===== src/verilog/out_router_pkg.sv =====
// package: register map, source codes and carriers for the output router
package out_router_pkg;

	localparam int unsigned NUM_OUTPUTS = 3;
	localparam int unsigned SEL_W       = 4;
	localparam int unsigned ADDR_W      = 12;

	// register byte offsets
	localparam logic [ADDR_W-1:0] OFS_SELECT   = 12'h000;
	localparam logic [ADDR_W-1:0] OFS_POLARITY = 12'h004;
	localparam logic [ADDR_W-1:0] OFS_LEVEL    = 12'h008;
	localparam logic [ADDR_W-1:0] OFS_SOURCES  = 12'h00c;
	localparam logic [ADDR_W-1:0] OFS_OUTPUTS  = 12'h010;

	// select field of output n sits at bits [SEL_STRIDE*n +: SEL_W]
	localparam int unsigned SEL_STRIDE = 8;

	localparam logic [SEL_W-1:0] SEL_RESET = 4'h0;

	// source codes
	typedef enum logic [SEL_W-1:0] {
		SRC_SOFTWARE    = 4'h0,
		SRC_ACQ_READY   = 4'h1,
		SRC_TRIG_READY  = 4'h2,
		SRC_FRAME_START = 4'h3,
		SRC_EXPOSING    = 4'h4,
		SRC_READOUT     = 4'h5,
		SRC_IMAGING     = 4'h6,
		SRC_ACQUIRING   = 4'h7,
		SRC_LINE_ONE    = 4'h8,
		SRC_LINE_TWO    = 4'h9,
		SRC_PULSE_ONE   = 4'ha,
		SRC_CC1         = 4'hb,
		SRC_CC2         = 4'hc,
		SRC_CC3         = 4'hd,
		SRC_CC4         = 4'he
	} source_sel_t;

	localparam int unsigned NUM_SOURCES = 15;

	// camera status inputs
	typedef struct packed {
		logic       acq_ready;
		logic       trig_ready;
		logic       frame_start;
		logic       exposing;
		logic       readout;
		logic       acquiring;
		logic       line_one;
		logic       line_two;
		logic       pulse_one;
		logic [3:0] cc_trig;
	} cam_status_t;

	typedef struct packed {
		logic        psel;
		logic        penable;
		logic        pwrite;
		logic [11:0] paddr;
		logic [31:0] pwdata;
	} apb_req_t;

	typedef struct packed {
		logic [31:0] prdata;
		logic        pready;
		logic        pslverr;
	} apb_rsp_t;

endpackage : out_router_pkg


===== src/verilog/camera_output_signal_router.sv =====
// camera output router: per-line source mux, polarity and apb registers
//
// Decided for this implementation: the APB interface to the registers and the placing of the registers.
`timescale 1ns/100ps
`default_nettype none

module camera_output_signal_router #(
	parameter int unsigned N_OUT = out_router_pkg::NUM_OUTPUTS
) (
	input  wire logic                             clk,
	input  wire logic                             rst_b,
	input  wire out_router_pkg::cam_status_t      status,
	input  wire out_router_pkg::apb_req_t         apb_req,
	output var  out_router_pkg::apb_rsp_t         apb_rsp,
	output logic [N_OUT-1:0]                      line_out
);

	localparam int unsigned SW  = out_router_pkg::SEL_W;
	localparam int unsigned NS  = out_router_pkg::NUM_SOURCES;

	logic [N_OUT-1:0][SW-1:0] select_q;
	logic [N_OUT-1:0]         polarity_q;
	logic [N_OUT-1:0]         level_q;
	logic [NS-1:0]            src_vec;
	logic [N_OUT-1:0]         mux_out;
	logic                     access;
	logic [31:0]              sel_word;

	// packed source vector, index equals source code
	always_comb begin
		src_vec = '0;
		src_vec[out_router_pkg::SRC_SOFTWARE]    = 1'b0;
		src_vec[out_router_pkg::SRC_ACQ_READY]   = status.acq_ready;
		src_vec[out_router_pkg::SRC_TRIG_READY]  = status.trig_ready;
		src_vec[out_router_pkg::SRC_FRAME_START] = status.frame_start;
		src_vec[out_router_pkg::SRC_EXPOSING]    = status.exposing;
		src_vec[out_router_pkg::SRC_READOUT]     = status.readout;
		src_vec[out_router_pkg::SRC_IMAGING]     =
			status.exposing | status.readout;
		src_vec[out_router_pkg::SRC_ACQUIRING]   = status.acquiring;
		src_vec[out_router_pkg::SRC_LINE_ONE]    = status.line_one;
		src_vec[out_router_pkg::SRC_LINE_TWO]    = status.line_two;
		src_vec[out_router_pkg::SRC_PULSE_ONE]   = status.pulse_one;
		src_vec[out_router_pkg::SRC_CC1]         = status.cc_trig[0];
		src_vec[out_router_pkg::SRC_CC2]         = status.cc_trig[1];
		src_vec[out_router_pkg::SRC_CC3]         = status.cc_trig[2];
		src_vec[out_router_pkg::SRC_CC4]         = status.cc_trig[3];
	end

	// select one source; unused codes give low
	function automatic logic pick(input logic [SW-1:0] sel,
			input logic [NS-1:0] srcs, input logic sw_level);
		logic r;
		r = 1'b0;
		if (sel == out_router_pkg::SRC_SOFTWARE) begin
			r = sw_level;
		end else if (sel < SW'(NS)) begin
			r = srcs[sel];
		end
		return r;
	endfunction : pick

	// true for the five register offsets
	function automatic logic is_mapped(
			input logic [out_router_pkg::ADDR_W-1:0] a);
		return a == out_router_pkg::OFS_SELECT ||
			a == out_router_pkg::OFS_POLARITY ||
			a == out_router_pkg::OFS_LEVEL ||
			a == out_router_pkg::OFS_SOURCES ||
			a == out_router_pkg::OFS_OUTPUTS;
	endfunction : is_mapped

	genvar g;
	generate
		for (g = 0; g < N_OUT; g++) begin : g_line
			assign mux_out[g] = pick(select_q[g], src_vec, level_q[g]);

			// polarity applied after the mux
			always_ff @(posedge clk or negedge rst_b) begin
				if (!rst_b) begin
					line_out[g] <= 1'b0;
				end else begin
					line_out[g] <= mux_out[g] ^ polarity_q[g];
				end
			end

			assign sel_word[out_router_pkg::SEL_STRIDE*g +: SW] = select_q[g];
			assign sel_word[out_router_pkg::SEL_STRIDE*g+SW +:
				out_router_pkg::SEL_STRIDE-SW] = '0;
		end
	endgenerate
	assign sel_word[31:out_router_pkg::SEL_STRIDE*N_OUT] = '0;

	assign access = apb_req.psel & apb_req.penable;

	// select fields, one per line
	always_ff @(posedge clk or negedge rst_b) begin
		if (!rst_b) begin
			for (int i = 0; i < N_OUT; i++) begin
				select_q[i] <= out_router_pkg::SEL_RESET;
			end
		end else if (access && apb_req.pwrite &&
				apb_req.paddr == out_router_pkg::OFS_SELECT) begin
			for (int i = 0; i < N_OUT; i++) begin
				select_q[i] <= apb_req.pwdata[out_router_pkg::SEL_STRIDE*i +: SW];
			end
		end
	end

	// polarity bits
	always_ff @(posedge clk or negedge rst_b) begin
		if (!rst_b) begin
			polarity_q <= '0;
		end else if (access && apb_req.pwrite &&
				apb_req.paddr == out_router_pkg::OFS_POLARITY) begin
			polarity_q <= apb_req.pwdata[N_OUT-1:0];
		end
	end

	// software output levels
	always_ff @(posedge clk or negedge rst_b) begin
		if (!rst_b) begin
			level_q <= '0;
		end else if (access && apb_req.pwrite &&
				apb_req.paddr == out_router_pkg::OFS_LEVEL) begin
			level_q <= apb_req.pwdata[N_OUT-1:0];
		end
	end

	// apb answer: zero wait states, error on unmapped address
	always_ff @(posedge clk or negedge rst_b) begin
		if (!rst_b) begin
			apb_rsp <= '0;
		end else begin
			apb_rsp.pready  <= apb_req.psel & ~apb_req.penable;
			apb_rsp.pslverr <= 1'b0;
			apb_rsp.prdata  <= '0;
			if (apb_req.psel && !apb_req.penable) begin
				if (apb_req.paddr == out_router_pkg::OFS_SELECT) begin
					apb_rsp.prdata <= sel_word;
				end else if (apb_req.paddr == out_router_pkg::OFS_POLARITY) begin
					apb_rsp.prdata <= 32'(polarity_q);
				end else if (apb_req.paddr == out_router_pkg::OFS_LEVEL) begin
					apb_rsp.prdata <= 32'(level_q);
				end else if (apb_req.paddr == out_router_pkg::OFS_SOURCES) begin
					apb_rsp.prdata <= 32'(src_vec);
				end else if (apb_req.paddr == out_router_pkg::OFS_OUTPUTS) begin
					apb_rsp.prdata <= 32'(line_out);
				end else begin
					apb_rsp.pslverr <= 1'b1;
				end
			end
		end
	end

	// selected source, inverted by polarity, shows one cycle later
	a_line_follows: assert property (
		@(posedge clk) disable iff (!rst_b)
		1'b1 |=> line_out == ($past(mux_out) ^ $past(polarity_q)))
		else $error("line output does not follow mux and polarity");

	a_polarity_inverts: assert property (
		@(posedge clk) disable iff (!rst_b)
		$changed(polarity_q[0]) && $stable(mux_out[0]) |=>
			line_out[0] != $past(line_out[0]))
		else $error("polarity change not applied");

	a_sw_level: assert property (
		@(posedge clk) disable iff (!rst_b)
		select_q[0] == out_router_pkg::SRC_SOFTWARE |=>
			line_out[0] == ($past(level_q[0]) ^ $past(polarity_q[0])))
		else $error("software level not driven");

	a_imaging_or: assert property (
		@(posedge clk) disable iff (!rst_b)
		select_q[0] == out_router_pkg::SRC_IMAGING && !polarity_q[0] |=>
			line_out[0] == ($past(status.exposing) | $past(status.readout)))
		else $error("imaging is not exposing or readout");

	a_exposing_route: assert property (
		@(posedge clk) disable iff (!rst_b)
		select_q[1] == out_router_pkg::SRC_EXPOSING && polarity_q[1] |=>
			line_out[1] == ~$past(status.exposing))
		else $error("exposure source not routed inverted");

	a_cc_route: assert property (
		@(posedge clk) disable iff (!rst_b)
		select_q[0] == out_router_pkg::SRC_CC4 && !polarity_q[0] |=>
			line_out[0] == $past(status.cc_trig[3]))
		else $error("control line four not routed");

	a_line_in_route: assert property (
		@(posedge clk) disable iff (!rst_b)
		select_q[2] == out_router_pkg::SRC_LINE_TWO && !polarity_q[2] |=>
			line_out[2] == $past(status.line_two))
		else $error("input line two not relayed");

	a_select_write: assert property (
		@(posedge clk) disable iff (!rst_b)
		access && apb_req.pwrite &&
			apb_req.paddr == out_router_pkg::OFS_SELECT |=>
			select_q[1] ==
				$past(apb_req.pwdata[out_router_pkg::SEL_STRIDE +: SW]))
		else $error("select field write lost");

	a_pulse_route: assert property (
		@(posedge clk) disable iff (!rst_b)
		select_q[1] == out_router_pkg::SRC_PULSE_ONE && !polarity_q[1] |=>
			line_out[1] == $past(status.pulse_one))
		else $error("pulse generator not routed");

	// one routing check per remaining source, on varied lines
	a_acq_route: assert property (
		@(posedge clk) disable iff (!rst_b)
		select_q[2] == out_router_pkg::SRC_ACQ_READY && !polarity_q[2] |=>
			line_out[2] == $past(status.acq_ready))
		else $error("acquisition ready not routed");

	a_trig_ready_route: assert property (
		@(posedge clk) disable iff (!rst_b)
		select_q[2] == out_router_pkg::SRC_TRIG_READY && !polarity_q[2] |=>
			line_out[2] == $past(status.trig_ready))
		else $error("trigger ready not routed");

	a_frame_start_route: assert property (
		@(posedge clk) disable iff (!rst_b)
		select_q[0] == out_router_pkg::SRC_FRAME_START && !polarity_q[0] |=>
			line_out[0] == $past(status.frame_start))
		else $error("frame start not routed");

	a_readout_route: assert property (
		@(posedge clk) disable iff (!rst_b)
		select_q[1] == out_router_pkg::SRC_READOUT && !polarity_q[1] |=>
			line_out[1] == $past(status.readout))
		else $error("readout not routed");

	a_acquiring_route: assert property (
		@(posedge clk) disable iff (!rst_b)
		select_q[2] == out_router_pkg::SRC_ACQUIRING && !polarity_q[2] |=>
			line_out[2] == $past(status.acquiring))
		else $error("acquiring not routed");

	a_line_one_route: assert property (
		@(posedge clk) disable iff (!rst_b)
		select_q[0] == out_router_pkg::SRC_LINE_ONE && !polarity_q[0] |=>
			line_out[0] == $past(status.line_one))
		else $error("input line one not relayed");

	a_cc_one_route: assert property (
		@(posedge clk) disable iff (!rst_b)
		select_q[1] == out_router_pkg::SRC_CC1 && !polarity_q[1] |=>
			line_out[1] == $past(status.cc_trig[0]))
		else $error("control line one not routed");

	a_cc_two_route: assert property (
		@(posedge clk) disable iff (!rst_b)
		select_q[2] == out_router_pkg::SRC_CC2 && !polarity_q[2] |=>
			line_out[2] == $past(status.cc_trig[1]))
		else $error("control line two not routed");

	a_cc_three_route: assert property (
		@(posedge clk) disable iff (!rst_b)
		select_q[1] == out_router_pkg::SRC_CC3 && !polarity_q[1] |=>
			line_out[1] == $past(status.cc_trig[2]))
		else $error("control line three not routed");

	// unused code drives low before polarity
	a_unused_low: assert property (
		@(posedge clk) disable iff (!rst_b)
		select_q[0] == SW'(NS) && !polarity_q[0] |=> !line_out[0])
		else $error("unused select code not low");

	a_lines_independent: assert property (
		@(posedge clk) disable iff (!rst_b)
		select_q[2] == out_router_pkg::SRC_SOFTWARE |=>
			line_out[2] == ($past(level_q[2]) ^ $past(polarity_q[2])))
		else $error("line two software level not independent");

	a_polarity_write: assert property (
		@(posedge clk) disable iff (!rst_b)
		access && apb_req.pwrite &&
			apb_req.paddr == out_router_pkg::OFS_POLARITY |=>
			polarity_q == $past(apb_req.pwdata[N_OUT-1:0]))
		else $error("polarity write lost");

	a_level_write: assert property (
		@(posedge clk) disable iff (!rst_b)
		access && apb_req.pwrite &&
			apb_req.paddr == out_router_pkg::OFS_LEVEL |=>
			level_q == $past(apb_req.pwdata[N_OUT-1:0]))
		else $error("level write lost");

	a_pready_setup: assert property (
		@(posedge clk) disable iff (!rst_b)
		apb_req.psel && !apb_req.penable |=> apb_rsp.pready)
		else $error("no ready in access cycle");

	a_unmapped_err: assert property (
		@(posedge clk) disable iff (!rst_b)
		apb_req.psel && !apb_req.penable && !is_mapped(apb_req.paddr) |=>
			apb_rsp.pslverr)
		else $error("unmapped access without error");

	a_mapped_no_err: assert property (
		@(posedge clk) disable iff (!rst_b)
		apb_req.psel && !apb_req.penable && is_mapped(apb_req.paddr) |=>
			!apb_rsp.pslverr)
		else $error("mapped access flagged as error");

endmodule : camera_output_signal_router

`default_nettype wire


===== config.mk =====
export PLATFORM = sky130hd
export DESIGN_NAME = camera_output_signal_router
export DESIGN_NICKNAME = d
export VERILOG_FILES = /design/src/verilog/out_router_pkg.sv /design/src/verilog/camera_output_signal_router.sv
export SDC_FILE = /design/constraint.sdc
export NUM_CORES = 1
export LEC_CHECK = 0
export BUFFER_PORTS_ARGS = -buffer_cell sky130_fd_sc_hd__buf_2
export CAP_MARGIN = 20
export CORE_ASPECT_RATIO = 2
export CORE_MARGIN = 8
export CORE_UTILIZATION = 30
export DETAILED_ROUTE_END_ITERATION = 10
export PLACE_DENSITY = 0.65
export SYNTH_ARGS = -nofsm -noshare
export SYNTH_HDL_FRONTEND = slang
export SYNTH_SLANG_ARGS = --single-unit
export TNS_END_PERCENT = 20

===== constraint.sdc =====
create_clock -name clk -period 2 [get_ports clk]
set_clock_uncertainty 0.15 [all_clocks]
set_input_delay 0.3 -clock clk [delete_from_list [all_inputs] [get_ports clk]]
set_output_delay 0.3 -clock clk [all_outputs]
set_load 0.03 [all_outputs]

==> flow_summary.yaml <==
synthesis:
  synth_cell_type_count: 42
  netlist_instances: 204
  syn_area_um2: 2380
  yosys.area.top_type: "dfrtp_1"
  async_reset_ff_share_pct: 100
  synthTopCellsByArea: "dfrtp_1 44%, mux2_4 6.3%, mux4_2 5.7%"
  synth_top_area_share_pct: 44.2
  syn_avg_cell_area_um2: 11.7
  yosys_warnings: 0
  yosysSeqAreaShare_pct: 44.2
  synth_edf_count: 0
  synth_flop_cell: "dfrtp_1"
  ys_ff_latch: 42
route:
  drc_errors: 0
  post_drt_wl_per_cell_um: 16.7
  avgViaCountPerCell: 4.92
  drt_iter0_drc: 74
  finalWirelength_mm: 6.29
  postRouteAntennaNets: 0
  drtPass1Iterations: 5
  vias: 1851
sta:
  drv_slew: 0
  fin_crit_ps: 1920
  clock.fmax_mhz: 520
  finalSetupViolations: 0
  hold_violations: 0
  rsz0062_at_grt: "false"
  fin_crit_sh_pct: 96.2
  fin_ws_ps: 76.1
  tns_ps: 0
floorplan:
  fp.dieW_um: 79.0
  dieArea_um2: 11200
  design.core.area_um2: 7830
  io_pins: 99
  die_h_um: 142
  start_util_pct: 30.4
  placementRows: 46
setup_path:
  crit_chain: "mux2i_1, mux4_2, mux2_2, o2111ai_1"
  crit_family: "multiplexers"
  setup.worst_path.start_class: "flip-flop"
  cp_max_fo: 10
  max_stage_delay_ps: 620
  worstSetupEndpointType: "flip-flop"
  worstSetupPathType: "reg2reg"
  cp.required_ps: 1990
  crit_arrival_ps: 1910
  critPathBufInv: 0
  cp_slowest_cell: "dfrtp_1"
power_and_ir_drop:
  p_leak_nw: 1.45
  peakVddDrop_uv: 562
  cellPowerDensity_nw_per_um2: 696
clock_network:
  cts_sinks: 42
  root_buffer: "clkbuf_16"
  clock_latency_ps: 280
  clk_pin_slew_worst_paths_ps: 60
  postCtsSetupBuffers: 0
  cts_buffer_depth: 2
  cts_tree: "done"
  cts_made_buffers: 5
  cts_max_level: 2
global_route:
  grtUsageTotal_pct: 11.3
  antenna_found_initial: 0
  grt_pass1_wl_mm: 9.98
  grt_overflow: 0
  grt_pass1_vias: 1964
  grt_max_degree: 43
cells_and_area:
  fin_area_um2: 3020
  drive_gt1_share_pct: 39.6
  antenna_cells: 0
  nets: 341
  areaGrowthSynthToFinish_pct: 26.7
placement:
  pre_cts_ws_ps: 18.3
  portBuffers: 65
  hpwl_mm: 4.96
  gp_congestion: 0.882
  placed_cell_area_um2: 2810
status:
  status: "complete, no violations"
worst_hold_path:
  hp-class: "in2reg"
flow_run:
  timing.max_cap.violations: 0
==> layout make-up <==
type	instances	area, µm²
Inverter	6	22.5
Clock buffer	6	139
Sequential cell	42	1050
Fill cell	814	4810
Tap cell	96	120
Timing Repair Buffer	77	430
Clock inverter	2	60.1
Multi-Input combinational cell	147	1190
==> path summary, 6_finish.rpt <==
path | from | to | slack (ps) | depth (start not counted)
max in group asynchronous | rst_b | apb_rsp[0] | 1120 | 3
min | apb_req[11] | sel_word[11] | 90 | 2
max reg2reg | sel_word[8] | line_out[1] | 80 | 4
min reg2reg | level_q[1] | level_q[1] | 420 | 1
max | sel_word[8] | line_out[1] | 80 | 4
min in group asynchronous | rst_b | apb_rsp[14] | 370 | 3
==> cells in the final DEF, fill, tap and decap left out, types with 2 or more instances in the layout <==
cell type	count
nand2b_1	7
clkbuf_16	5
mux4_2	6
buf_2	65
nand3b_1	4
conb_1	13
o221ai_1	3
nand2_1	10
o31ai_1	2
nand3_1	5
nor3b_1	3
and2_1	8
nor3_1	8
nor4b_1	2
a32o_1	2
dfrtp_1	42
buf_4	10
o2111ai_1	2
bufinv_16	2
a211oi_1	2
a22o_1	2
mux2_2	9
a22oi_1	3
mux2_4	10
inv_1	6
mux2i_1	13
nor2_1	10
nand4b_1	3
a21oi_1	6
==> cells in the mapped netlist (all sizes together), types with 2 or more instances <==
| cell | n |
|---|---|
| mux4 | 6 |
| nand3b | 4 |
| nand2b | 7 |
| a32o | 2 |
| and3 | 2 |
| clkbuf | 3 |
| nand2 | 10 |
| nor4b | 2 |
| o2111ai | 2 |
| a22o | 2 |
| nand3 | 5 |
| mux2i | 13 |
| mux2 | 20 |
| nor2 | 10 |
| o31ai | 2 |
| a211oi | 2 |
| a21oi | 6 |
| o221ai | 3 |
| dfrtp | 42 |
| nor3b | 3 |
| inv | 6 |
| nand4b | 3 |
| a22oi | 3 |
| nor3 | 8 |
| buf | 18 |
| and2 | 8 |
==> through the flow <==
step / total power [W] / utilization, % / hold WS (ps) / instances
3_5_place_dp: 0.00105 / 35.9 / 140 / 367
4_1_cts: 0.00212 / 38.5 / 89.0 / 376
2_1_floorplan: 0.000975 / - / -146 / 216
5_1_grt: 0.00217 / 38.5 / 92.4 / 376
6_report: 0.00210 / 38.5 / 93.3 / 376
3_3_place_gp: 0.00104 / 35.9 / 138 / 367
==> cells by family (layout without fill, tap and decap cells) <==
group / count (synthesis) / in the layout / synth area share [%]
AND/OR/NAND/NOR: 69 / 69 / 17.6
flip-flops: 42 / 42 / 44.2
multiplexers: 39 / 39 / 22.2
buffers and inverters: 27 / 91 / 7.62
AO/OA/AOI/OAI: 25 / 25 / 7.89
other: 1 / 13 / 0.158
XOR/XNOR: 1 / 1 / 0.368
==> registers in the layout, summed over array words and instances, names as in the netlist <==
signal      cells
polarity_q      3
apb_rsp        21
line_out        3
sel_word       12
level_q         3
==> repair_timing <==
action                    4_1_cts  5_1_grt
hold buffers                    1        0
resized for setup               0        0
hold endpoints to repair       42        0
==> power by group <==
group	switching [W]	total, W	internal [W]
logic	0.000118	0.000182	0.0000637
clock network	0.000313	0.00106	0.000749
registers	0.00000158	0.000854	0.000853
==> routing by layer <==
metal	part of all wire, %	GRT usage (%)
met1	42	13.7
met2	47	17.8
met3	11	3.86
met4	1.3	4.33
met5	0	0
(Power assumes the default switching activity.)
